--- src/pkg/hqsc_pkg.sv ---
// Purpose: shared constants for halt and quick stop control
// Assumes: register offsets are fieldbus word indices
// Notes: currents in 0.01 A rms steps
package hqsc_pkg;
  localparam logic [15:0] OFS_QS_RAMP_LO = 16'h0624;
  localparam logic [15:0] OFS_QS_RAMP_HI = 16'h0625;
  localparam logic [15:0] OFS_HALT_TYPE = 16'h062E;
  localparam logic [15:0] OFS_QS_REACT = 16'h0630;
  localparam logic [15:0] OFS_HALT_CUR = 16'h111C;
  localparam logic [15:0] OFS_QS_CUR = 16'h111A;
  localparam logic [15:0] OFS_STATUS = 16'h1120;
  localparam logic [31:0] QS_RAMP_RST = 32'h0000_1770;
  localparam logic [31:0] QS_RAMP_MIN = 32'h0000_0001;
  localparam logic [31:0] QS_RAMP_MAX = 32'h7FFF_FFFF;
  localparam logic [15:0] HALT_TYPE_RST = 16'h0001;
  localparam logic [15:0] QS_REACT_RST = 16'h0006;
  localparam logic [15:0] CUR_RST = 16'hFFFF;
  localparam logic [15:0] HALT_RAMP = 16'h0001;
  localparam logic [15:0] HALT_TORQUE = 16'h0003;
  localparam logic [15:0] QS_TQ_FAULT = 16'hFFFE;
  localparam logic [15:0] QS_RAMP_FAULT = 16'hFFFF;
  localparam logic [15:0] QS_RAMP_STAY = 16'h0006;
  localparam logic [15:0] QS_TQ_STAY = 16'h0007;
  localparam logic [3:0] OPST_ENABLED = 4'h6;
  localparam logic [3:0] OPST_QS_ACTIVE = 4'h7;
  localparam logic [3:0] OPST_FAULT = 4'h9;
  typedef enum logic [2:0] {
    ST_RUN = 3'b000,
    ST_HALT_DEC = 3'b001,
    ST_HALT_HOLD = 3'b011,
    ST_QS_DEC = 3'b010,
    ST_QS_ACTIVE = 3'b110,
    ST_FAULT = 3'b111
  } hqsc_state_e;
endpackage

--- src/logic/hqsc_cur_min.sv ---
// Purpose: lowest of four current limits
// Assumes: all values in 0.01 A rms steps
// Notes: registered, one cycle latency
`timescale 1ns/1ps
module hqsc_cur_min (
  input wire logic clk,
  input wire logic rst_n,
  input wire logic [15:0] stop_cur,
  input wire logic [15:0] motor_cur,
  input wire logic [15:0] stage_cur,
  input wire logic [15:0] i2t_cur,
  output logic [15:0] lim_r
);
  function automatic logic [15:0] min2(input logic [15:0] a, input logic [15:0] b);
    min2 = (a < b) ? a : b;
  endfunction

  always_ff @(posedge clk) begin
    if (!rst_n) begin
      lim_r <= 16'h0000;
    end else begin
      lim_r <= min2(min2(stop_cur, motor_cur), min2(stage_cur, i2t_cur));
    end
  end
endmodule

--- src/logic/hqsc_top.sv ---
// Purpose: halt and quick stop sequencing with stop parameter registers
// Assumes: velocity profile reports zero speed; parameters written by word index
// Notes: 32-bit ramp written as low then high word
// Functional notes
// (RULE_01) a halt suspends the movement so it can resume rather than discarding it.
// (RULE_02) halt comes from the halt input or a fieldbus halt command.
// (RULE_03) halt selector 1 picks the profile ramp and 3 the torque ramp, signed 16 bit.
// (RULE_04) writes to both stop selectors are ignored while a ramp is decelerating.
// (RULE_05) halt current limit is the lowest of halt, motor peak, stage peak and i2t.
// (RULE_06) halt current is unsigned 16 bit in 0.01 A rms, bounded only by its range.
// (RULE_07) halt ramp deceleration uses the general profile deceleration.
// (RULE_08) halt current changes act at once, even mid stop.
// (RULE_09) quick stop starts on class 1 or 2 errors or a fieldbus quick stop command.
// (RULE_10) quick stop selector -2,-1,6,7 choose ramp type and final state.
// (RULE_11) after quick stop deceleration go to state 9 fault or 7 quick stop active.
// (RULE_12) quick stop ramp is 32 bit, 1 to 2147483647, reset 6000, used from next movement.
// (RULE_13) quick stop current limit is lowest of qs current, motor, stage and i2t.
// (RULE_14) after halt deceleration hold standstill until halt drops, then resume.
`timescale 1ns/1ps
module hqsc_top (
  input wire logic clk,
  input wire logic rst_n,
  input wire logic par_wr,
  input wire logic [15:0] par_addr,
  input wire logic [15:0] par_wdata,
  output logic [15:0] par_rdata_r,
  input wire logic halt_in,
  input wire logic halt_cmd,
  input wire logic qs_cmd,
  input wire logic err_class1,
  input wire logic err_class2,
  input wire logic fault_reset,
  input wire logic move_start,
  input wire logic at_standstill,
  input wire logic [31:0] profile_decel,
  input wire logic [15:0] motor_peak_current,
  input wire logic [15:0] stage_peak_current,
  input wire logic [15:0] i2t_current,
  output logic stopping_r,
  output logic torque_ramp_r,
  output logic [31:0] active_decel_r,
  output logic [15:0] active_current_r,
  output logic resume_r,
  output logic [3:0] op_state_r
);
  logic [31:0] qs_ramp_r;
  logic [31:0] qs_ramp_act_r;
  logic [15:0] qs_ramp_lo_r;
  logic [15:0] halt_decel_type;
  logic [15:0] quick_stop_reaction;
  logic [15:0] halt_current_limit;
  logic [15:0] quick_stop_current_limit;
  hqsc_pkg::hqsc_state_e st_r, st_nxt;
  logic halt_req, qs_req, ramp_busy, qs_torque, qs_fault;
  logic [15:0] halt_lim, qs_lim;
  logic [15:0] par_rdata_nxt;

  function automatic logic sel_wr(input logic [15:0] ofs);
    sel_wr = par_wr && (par_addr == ofs);
  endfunction

  assign halt_req = halt_in | halt_cmd; // see (RULE_02)
  assign qs_req = err_class1 | err_class2 | qs_cmd; // see (RULE_09)
  assign ramp_busy = (st_r == hqsc_pkg::ST_HALT_DEC) || (st_r == hqsc_pkg::ST_QS_DEC);
  // see (RULE_10)
  assign qs_torque = (quick_stop_reaction == hqsc_pkg::QS_TQ_FAULT) ||
                     (quick_stop_reaction == hqsc_pkg::QS_TQ_STAY);
  assign qs_fault = (quick_stop_reaction == hqsc_pkg::QS_TQ_FAULT) ||
                    (quick_stop_reaction == hqsc_pkg::QS_RAMP_FAULT);

  // selectors locked while a ramp runs; only documented codes accepted
  always_ff @(posedge clk) begin
    if (!rst_n) begin
      halt_decel_type <= hqsc_pkg::HALT_TYPE_RST;
      quick_stop_reaction <= hqsc_pkg::QS_REACT_RST;
    end else begin
      if (sel_wr(hqsc_pkg::OFS_HALT_TYPE) && !ramp_busy &&
          (par_wdata == hqsc_pkg::HALT_RAMP || par_wdata == hqsc_pkg::HALT_TORQUE)) begin
        halt_decel_type <= par_wdata; // see (RULE_04) (RULE_03)
      end
      if (sel_wr(hqsc_pkg::OFS_QS_REACT) && !ramp_busy &&
          (par_wdata == hqsc_pkg::QS_TQ_FAULT || par_wdata == hqsc_pkg::QS_RAMP_FAULT ||
           par_wdata == hqsc_pkg::QS_RAMP_STAY || par_wdata == hqsc_pkg::QS_TQ_STAY)) begin
        quick_stop_reaction <= par_wdata; // see (RULE_04)
      end
    end
  end

  // currents: full 16-bit range, no clamp to ratings
  always_ff @(posedge clk) begin
    if (!rst_n) begin
      halt_current_limit <= hqsc_pkg::CUR_RST;
      quick_stop_current_limit <= hqsc_pkg::CUR_RST;
    end else begin
      if (sel_wr(hqsc_pkg::OFS_HALT_CUR)) begin
        halt_current_limit <= par_wdata; // see (RULE_06)
      end
      if (sel_wr(hqsc_pkg::OFS_QS_CUR)) begin
        quick_stop_current_limit <= par_wdata;
      end
    end
  end

  // out-of-range ramp values dropped, whole word checked on the high half
  always_ff @(posedge clk) begin
    if (!rst_n) begin
      qs_ramp_r <= hqsc_pkg::QS_RAMP_RST;
      qs_ramp_lo_r <= hqsc_pkg::QS_RAMP_RST[15:0];
    end else begin
      if (sel_wr(hqsc_pkg::OFS_QS_RAMP_LO)) begin
        qs_ramp_lo_r <= par_wdata;
      end
      if (sel_wr(hqsc_pkg::OFS_QS_RAMP_HI) &&
          {par_wdata, qs_ramp_lo_r} >= hqsc_pkg::QS_RAMP_MIN &&
          {par_wdata, qs_ramp_lo_r} <= hqsc_pkg::QS_RAMP_MAX) begin
        qs_ramp_r <= {par_wdata, qs_ramp_lo_r}; // see (RULE_12)
      end
    end
  end

  // ramp latched at movement start so a change waits for the next move
  always_ff @(posedge clk) begin
    if (!rst_n) begin
      qs_ramp_act_r <= hqsc_pkg::QS_RAMP_RST;
    end else if (move_start && st_r == hqsc_pkg::ST_RUN) begin
      qs_ramp_act_r <= qs_ramp_r; // see (RULE_12)
    end
  end

  always_comb begin
    case (par_addr)
      hqsc_pkg::OFS_QS_RAMP_LO: par_rdata_nxt = qs_ramp_r[15:0];
      hqsc_pkg::OFS_QS_RAMP_HI: par_rdata_nxt = qs_ramp_r[31:16];
      hqsc_pkg::OFS_HALT_TYPE: par_rdata_nxt = halt_decel_type;
      hqsc_pkg::OFS_QS_REACT: par_rdata_nxt = quick_stop_reaction;
      hqsc_pkg::OFS_HALT_CUR: par_rdata_nxt = halt_current_limit;
      hqsc_pkg::OFS_QS_CUR: par_rdata_nxt = quick_stop_current_limit;
      hqsc_pkg::OFS_STATUS: par_rdata_nxt = {9'h000, st_r, op_state_r};
      default: par_rdata_nxt = 16'h0000;
    endcase
  end

  always_ff @(posedge clk) begin
    if (!rst_n) begin
      par_rdata_r <= 16'h0000;
    end else begin
      par_rdata_r <= par_rdata_nxt;
    end
  end

  // quick stop outranks halt
  always_comb begin
    st_nxt = st_r;
    case (st_r)
      hqsc_pkg::ST_RUN: begin
        if (qs_req) begin
          st_nxt = hqsc_pkg::ST_QS_DEC; // see (RULE_09)
        end else if (halt_req) begin
          st_nxt = hqsc_pkg::ST_HALT_DEC; // see (RULE_01)
        end
      end
      hqsc_pkg::ST_HALT_DEC: begin
        if (qs_req) begin
          st_nxt = hqsc_pkg::ST_QS_DEC;
        end else if (at_standstill) begin
          st_nxt = hqsc_pkg::ST_HALT_HOLD; // see (RULE_14)
        end
      end
      hqsc_pkg::ST_HALT_HOLD: begin
        if (qs_req) begin
          st_nxt = hqsc_pkg::ST_QS_DEC;
        end else if (!halt_req) begin
          st_nxt = hqsc_pkg::ST_RUN; // see (RULE_14)
        end
      end
      hqsc_pkg::ST_QS_DEC: begin
        if (at_standstill) begin
          st_nxt = qs_fault ? hqsc_pkg::ST_FAULT : hqsc_pkg::ST_QS_ACTIVE; // see (RULE_11)
        end
      end
      hqsc_pkg::ST_QS_ACTIVE, hqsc_pkg::ST_FAULT: begin
        if (fault_reset && !qs_req) begin
          st_nxt = hqsc_pkg::ST_RUN;
        end
      end
      default: st_nxt = hqsc_pkg::ST_RUN;
    endcase
  end

  always_ff @(posedge clk) begin
    if (!rst_n) begin
      st_r <= hqsc_pkg::ST_RUN;
    end else begin
      st_r <= st_nxt;
    end
  end

  // live register value feeds the limit, so edits apply mid stop
  hqsc_cur_min u_halt_min (
    .clk(clk),
    .rst_n(rst_n),
    .stop_cur(halt_current_limit),
    .motor_cur(motor_peak_current),
    .stage_cur(stage_peak_current),
    .i2t_cur(i2t_current),
    .lim_r(halt_lim)
  ); // see (RULE_05) (RULE_08)
  hqsc_cur_min u_qs_min (
    .clk(clk),
    .rst_n(rst_n),
    .stop_cur(quick_stop_current_limit),
    .motor_cur(motor_peak_current),
    .stage_cur(stage_peak_current),
    .i2t_cur(i2t_current),
    .lim_r(qs_lim)
  ); // see (RULE_13)

  always_ff @(posedge clk) begin
    if (!rst_n) begin
      stopping_r <= 1'b0;
      torque_ramp_r <= 1'b0;
      active_decel_r <= 32'h0000_0000;
      active_current_r <= 16'h0000;
      resume_r <= 1'b0;
      op_state_r <= hqsc_pkg::OPST_ENABLED;
    end else begin
      stopping_r <= (st_nxt == hqsc_pkg::ST_HALT_DEC) || (st_nxt == hqsc_pkg::ST_QS_DEC);
      resume_r <= (st_r == hqsc_pkg::ST_HALT_HOLD) && (st_nxt == hqsc_pkg::ST_RUN); // see (RULE_14)
      case (st_nxt)
        hqsc_pkg::ST_HALT_DEC, hqsc_pkg::ST_HALT_HOLD: begin
          torque_ramp_r <= (halt_decel_type == hqsc_pkg::HALT_TORQUE); // see (RULE_03)
          active_decel_r <= profile_decel; // see (RULE_07)
          active_current_r <= halt_lim; // see (RULE_05)
        end
        hqsc_pkg::ST_QS_DEC, hqsc_pkg::ST_QS_ACTIVE, hqsc_pkg::ST_FAULT: begin
          torque_ramp_r <= qs_torque; // see (RULE_10)
          active_decel_r <= qs_ramp_act_r;
          active_current_r <= qs_lim; // see (RULE_13)
        end
        default: begin
          torque_ramp_r <= 1'b0;
          active_decel_r <= profile_decel;
          active_current_r <= stage_peak_current;
        end
      endcase
      case (st_nxt)
        hqsc_pkg::ST_QS_ACTIVE: op_state_r <= hqsc_pkg::OPST_QS_ACTIVE; // see (RULE_11)
        hqsc_pkg::ST_FAULT: op_state_r <= hqsc_pkg::OPST_FAULT;
        default: op_state_r <= hqsc_pkg::OPST_ENABLED;
      endcase
    end
  end
endmodule

--- config.mk ---
export PLATFORM = sky130hd
export DESIGN_NAME = hqsc_top
export DESIGN_NICKNAME = d
export VERILOG_FILES = /design/src/pkg/hqsc_pkg.sv /design/src/logic/hqsc_cur_min.sv /design/src/logic/hqsc_top.sv
export SDC_FILE = /design/constraint.sdc
export NUM_CORES = 1
export LEC_CHECK = 0
export BUFFER_PORTS_ARGS = -buffer_cell sky130_fd_sc_hd__buf_2
export CAP_MARGIN = 20
export CELL_PAD_IN_SITES_DETAIL_PLACEMENT = 0
export CELL_PAD_IN_SITES_GLOBAL_PLACEMENT = 1
export CORE_MARGIN = 2
export CORE_UTILIZATION = 44
export CTS_CLUSTER_DIAMETER = 150
export DETAILED_ROUTE_END_ITERATION = 8
export PLACE_DENSITY_LB_ADDON = 0.2
export SLEW_MARGIN = 0
export SYNTH_ARGS = -nofsm -noshare
export SYNTH_HDL_FRONTEND = slang
export SYNTH_HIERARCHICAL = 1
export SYNTH_SLANG_ARGS = --single-unit
--- constraint.sdc ---
create_clock -name clk -period 6.46 [get_ports clk]
set_input_delay 1.292 -clock clk [delete_from_list [all_inputs] [get_ports clk]]
set_output_delay 1.292 -clock clk [all_outputs]
set_load 0.02 [all_outputs]
==> results_dict.tcl, run 1 <==
set metrics [dict create \
    layout.nets 1878 \
    syn-num-nets 1728 \
    skew_ns 0.0222 \
    power_density_mw_per_mm2 255 \
    utilization_pct 51.7 \
    ctsResizeCount 0 \
    fillers 2921 \
    cts_tree "done" \
    die_w_um 177 \
    post_cts_buffers 0 \
    async_flop_share_pct 0 \
    cts_root_buf "clkbuf_16" \
    worst_ep_arrival_time_ns 5.86 \
    met2_usage_pct 38.4 \
    synth_compound_area_share_pct 17.0 \
    diodes 0 \
    period_minus_slack_ns 5.48 \
    yosysTopAreaCell "dfxtp_1" \
    maxCapViolCount 0 \
    die_height_um 177 \
    finalCritPeriodShare_pct 84.8 \
    cp_max_fo 16 \
    synth.area.mux_share_pct 10.2 \
    finalSetupViolations 0 \
    clock_sinks 249 \
    drc_errors 0 \
    cp-start-kind "input pin" \
    grt_max_degree 79 \
    fmax_mhz 182 \
    regToRegSetupSlack_ns 1.50 \
    track_usage_pct 25.7 \
    final-hold-violation-count 0 \
    yosysWarnings 6 \
    clkTransAtPathRegs_ns 0.06 \
    drtAntennaViolNets 0 \
    grt_pass1_wl_mm 63.1 \
    yosys.area_share.adder_pct 8.56 \
    status "finished, final reports clean" \
    port_buffers 193 \
    initial_core_util_pct 44.5 \
    wire_per_inst_um 19.8 \
    timing.rr.start "halt_current_limit[9]" \
    grt_util_met1_pct 39.2 \
    whs_ns 0.454 \
    syn_inst 1515 \
    min_path_type "flip-flop to flip-flop" \
    grt_overflow 0 \
    hold_start "qs_ramp_act_r[19]" \
    gp_congestion 0.902 \
    endpoint_kind "flip-flop" \
    numCtsBuffers 28 \
    dr.pass1.iters 5 \
    finalNonFillerCells 2076 \
    clockBufferDepth 3 \
    syn_area_per_cell_um2 8.68 \
    synth_xor_area_share_pct 0.133 \
    seq_area_frac_synth_pct 37.9 \
    most-common-layout-cells "nand2_1 (266), dfxtp_1 (249), buf_2 (192)" \
    via_per_inst 5.63 \
    grt.busiest_layer "met1" \
    finalSetupTns_ns 0 \
    yosysUniqueCellTypes 79 \
    pin_count 194 \
    critical_path_class "input pin to flip-flop" \
    drt_iter0_drc 1044 \
    synthFlopType "dfxtp_1" \
    rows 63 \
    grt_pass1_vias 10900 \
    cts_hold_buf 0 \
    multi_input_area_mm2 0.00742 \
    rsz0062_at_grt "false" \
    ys_top_cells_by_area "dfxtp_1 (38%), ha_1 (8.6%), mux2i_1 (7.6%), nand2_1 (7.6%), nand3_1 (3.5%)" \
    clk_latency_ns 0.55 \
    antenna_found_initial 0 \
    seqCellArea_mm2 0.00498 \
    synthSimpleGateAreaFrac_pct 20.2 \
    numPlacedInstances 2024 \
    use_met3_pct 4.64 \
    wl_mm 41.1 \
    ys_ff_latch 249 \
    ir_worst_vdd_mv 0.188 \
    area_growth_pct 16.3 \
    core_area_mm2 0.0296 \
    netlist_area_mm2 0.0132 \
    synth_top_family_by_area "simple AND/OR/NAND/NOR gates" \
    report.final.slew_viol_count 0 \
    critPathLaunch "motor_peak_current[6]" \
    max_slew_margin_pct 24.1 \
    synth-edff-count 0 \
    vias 11700 \
    die_area_mm2 0.0313 \
    h-tree-depth 1 \
    leakage_nw 6.88 \
    final_common_cell "nand2_1" \
    required_ns 6.84 \
    hpwl_mm 30.9 \
    drive_gt1_share_pct 19.4 \
    yosysTopAreaCellShare_pct 37.9 \
    tightest_slew_ns 1.13 \
]
[flip-flops by register name, indices dropped and copies added, names as in the netlist]
register	flops
op_state_r	3
par_rdata_r	16
resume_r	1
halt_decel_type	16
quick_stop_reaction	16
active_current_r	16
u_qs_min/lim_r	16
stopping_r	1
active_decel_r	32
halt_current_limit	16
qs_ramp_lo_r	16
qs_ramp_r	32
torque_ramp_r	1
st_r	3
quick_stop_current_limit	16
u_halt_min/lim_r	16
qs_ramp_act_r	32
[power breakdown]
group | switching [mW] | total, mW | internal, mW
sequential | 0.0264 | 1.64 | 1.61
clock | 0.645 | 1.57 | 0.922
combinational | 0.421 | 0.695 | 0.275
total | 1.09 | 3.90 | 2.81
[per-stage QoR]
| step | setup WS, ns | instance area (um^2) | total power [mW] |
|---|---|---|---|
| after global routing | 0.685 | 15300 | 4.06 |
| after floorplan | 1.29 | 13200 | 2.14 |
| after CTS | 1.03 | 15300 | 3.92 |
| final | 0.980 | 15300 | 3.90 |
| after detailed placement | 0.484 | 14400 | 2.36 |
| after global placement | 0.618 | 14400 | 2.35 |
[worst max-delay path: stages]
cell and delay (ns):
buf_2 0.12, inv_1 0.06, ha_1 0.31, and3_1 0.18, o21ai_0 0.17, o311ai_1 0.21
a31oi_2 0.60, buf_4 0.34, mux2i_1 0.26, inv_1 0.06, ha_1 0.19, a21oi_1 0.16
o21ai_1 0.09, a221o_1 0.37, nor4_1 0.33, mux2i_2 0.33, o21ai_4 0.61, a211oi_1 0.17
[metal layers]
| metal | vias to the layer above | share of wire [%] |
|---|---|---|
| met2 | 416 | 42 |
| met1 | 5520 | 49 |
| li1 | 5720 | - |
| met4 | 0 | 1.4 |
| met3 | 39 | 7.6 |
| met5 | - | 0 |
[logic make-up after synthesis]
group                    after synthesis
AO/OA/AOI/OAI                        311
XOR/XNOR                               2
adder cells (fa/ha/maj)               90
buffers and inverters                186
AND/OR/NAND/NOR                      550
multiplexers                         127
flip-flops                           249
[path summary, 6_finish.rpt]
| check | end | depth (start not counted) |
|---|---|---|
| worst max register to register | u_halt_min/lim_r[15] | 16 |
| worst min-delay path | active_decel_r[19] | 2 |
| worst max-delay path | u_halt_min/lim_r[15] | 18 |
| worst min register to register | active_decel_r[19] | 2 |
[final cells by class]
class,instances,area share (%)
inverters,91,2.24
clock buffers,38,5.09
well taps,390,3.19
flip-flops and latches,249,32.6
clock inverters,13,0.843
repair buffers,215,7.54
multi-input cells,1080,48.5
[synth_stat cells (all sizes together) (23+ instances only)]
library cell    n
buf            26
clkbuf         69
mux2i         102
mux2           25
ha             90
nor3           25
and2           29
nand2         266
nand3          94
dfxtp         249
a21oi          95
o21ai          52
nor2           43
inv            90
a22oi          23
Note: power is estimated with default switching activity, not from simulation.
==> inputs of run 2 (changes only) <==
CORE_UTILIZATION = 39   (was 44)
clock period = 4.9 ns   (was 6.46 ns; I/O delays follow)
==> results_dict.tcl, run 2 (synthesis results as in run 1) <==
set metrics [dict create \
    finalNonFillerCells 2195 \
    numCtsBuffers 28 \
    rsz0062_at_grt "false" \
    cts_hold_buf 0 \
    grt_pass1_wl_mm 65.9 \
    finalSetupViolations 0 \
    period_minus_slack_ns 4.65 \
    crit_path_cell_trace "buf_2 -> inv_1 -> ha_1 -> a2111o_1 -> a221oi_2 -> buf_4 -> o21ai_2 -> buf_12 -> mux2i_1 -> ha_1 -> a21oi_1 -> o21ai_1 -> a221o_1 -> nor4_1 -> mux2i_2 -> buf_4 -> o211a_1 -> a211oi_1" \
    cts_root_buf "clkbuf_16" \
    layout.nets 1939 \
    drive_gt1_share_pct 22.2 \
    tightest_slew_ns 1.06 \
    via_per_inst 5.44 \
    grt_util_met1_pct 35.1 \
    most-common-layout-cells "nand2_1 (266), dfxtp_1 (249), buf_2 (192)" \
    die_height_um 188 \
    dr.pass1.iters 7 \
    max_slew_margin_pct 29.2 \
    diodes 0 \
    required_ns 5.35 \
    final_common_cell "nand2_1" \
    clockBufferDepth 3 \
    ctsResizeCount 0 \
    cp-start-kind "input pin" \
    status "finished, final reports clean" \
    drtAntennaViolNets 0 \
    clock_sinks 249 \
    fmax_mhz 215 \
    leakage_nw 7.28 \
    final-hold-violation-count 0 \
    post_cts_buffers 0 \
    use_met3_pct 3.56 \
    finalSetupTns_ns 0 \
    endpoint_kind "flip-flop" \
    grt.busiest_layer "met2" \
    die_area_mm2 0.0352 \
    worst_ep_arrival_time_ns 5.10 \
    wl_mm 42.6 \
    maxCapViolCount 0 \
    grt_max_degree 96 \
    power_mw 5.64 \
    clk_latency_ns 0.56 \
    skew_ns 0.0283 \
    initial_core_util_pct 39.4 \
    rows 67 \
    drc_errors 0 \
    crit_path_max_incr_delay_ns 0.41 \
    die_w_um 188 \
    grt_pass1_vias 11300 \
    largestRegisters "active_decel_r (32), qs_ramp_act_r (32), qs_ramp_r (32)" \
    cts_tree "done" \
    pin_count 194 \
    h-tree-depth 1 \
    power_density_mw_per_mm2 350 \
    drt_iter0_drc 957 \
    met2_usage_pct 35.8 \
    wire_per_inst_um 19.4 \
    report.final.slew_viol_count 0 \
    cp_max_fo 7 \
    min_path_type "flip-flop to flip-flop" \
    grt_overflow 0 \
    port_buffers 193 \
    critical_path_class "input pin to flip-flop" \
    hpwl_mm 32.7 \
    gp_congestion 0.858 \
    area_growth_pct 22.3 \
    core_area_mm2 0.0334 \
    track_usage_pct 23.5 \
    clkTransAtPathRegs_ns 0.06 \
    cp_slowest_cell "a2111o_1" \
    vias 11900 \
    ir_worst_vdd_mv 0.270 \
    antenna_found_initial 0 \
    finalCritPeriodShare_pct 94.9 \
    numPlacedInstances 2142 \
    utilization_pct 48.2 \
]
[run 2: worst paths after layout]
| path | start | end | slack (ns) | cells past startpoint |
|---|---|---|---|---|
| worst min register to register | qs_ramp_act_r[19] | active_decel_r[19] | 0.44 | 2 |
| worst min-delay path | qs_ramp_act_r[19] | active_decel_r[19] | 0.44 | 2 |
| worst max register to register | halt_current_limit[9] | u_halt_min/lim_r[9] | 0.58 | 17 |
| worst max-delay path | i2t_current[1] | u_halt_min/lim_r[9] | 0.25 | 18 |
[run 2: where the power goes]
group          switching (mW)  internal, mW
clock network           0.865          1.60
logic                   0.577         0.434
registers              0.0345          2.12
total                    1.48          4.16
[run 2: layout make-up]
class                   instances  area [um^2]
inverters                      91          342
clock buffers                  40          796
multi-input cells            1080         7420
clock inverters                11          305
repair buffers                276         1680
flip-flops and latches        249         4980
well taps                     448          561
fillers                      3366        17300
[run 2: metrics by stage]
stage / instance area (um^2) / setup WS (ns) / hold slack [ns]
2_1_floorplan: 13200 / 0.0420 / 0.426
3_3_place_gp: 14900 / -0.146 / 0.439
3_5_place_dp: 14900 / -0.292 / 0.449
4_1_cts: 16000 / 0.270 / 0.445
5_1_grt: 16100 / 0.0366 / 0.470
6_report: 16100 / 0.249 / 0.440
[run 2: critical path: cells and delay by family]
family,cells,cell delay [ns]
AOI/OAI and AO/OA,8,1.93
adders and majority gates,2,0.58
buffers and inverters,5,0.74
muxes,2,0.52
and+or+nand+nor,1,0.35
[run 2: layer usage]
layer | part of all wire (%) | vias up
met5 | 0 | -
met4 | 1.9 | 0
met2 | 43 | 345
met3 | 6.9 | 49
met1 | 48 | 5716
li1 | - | 5833
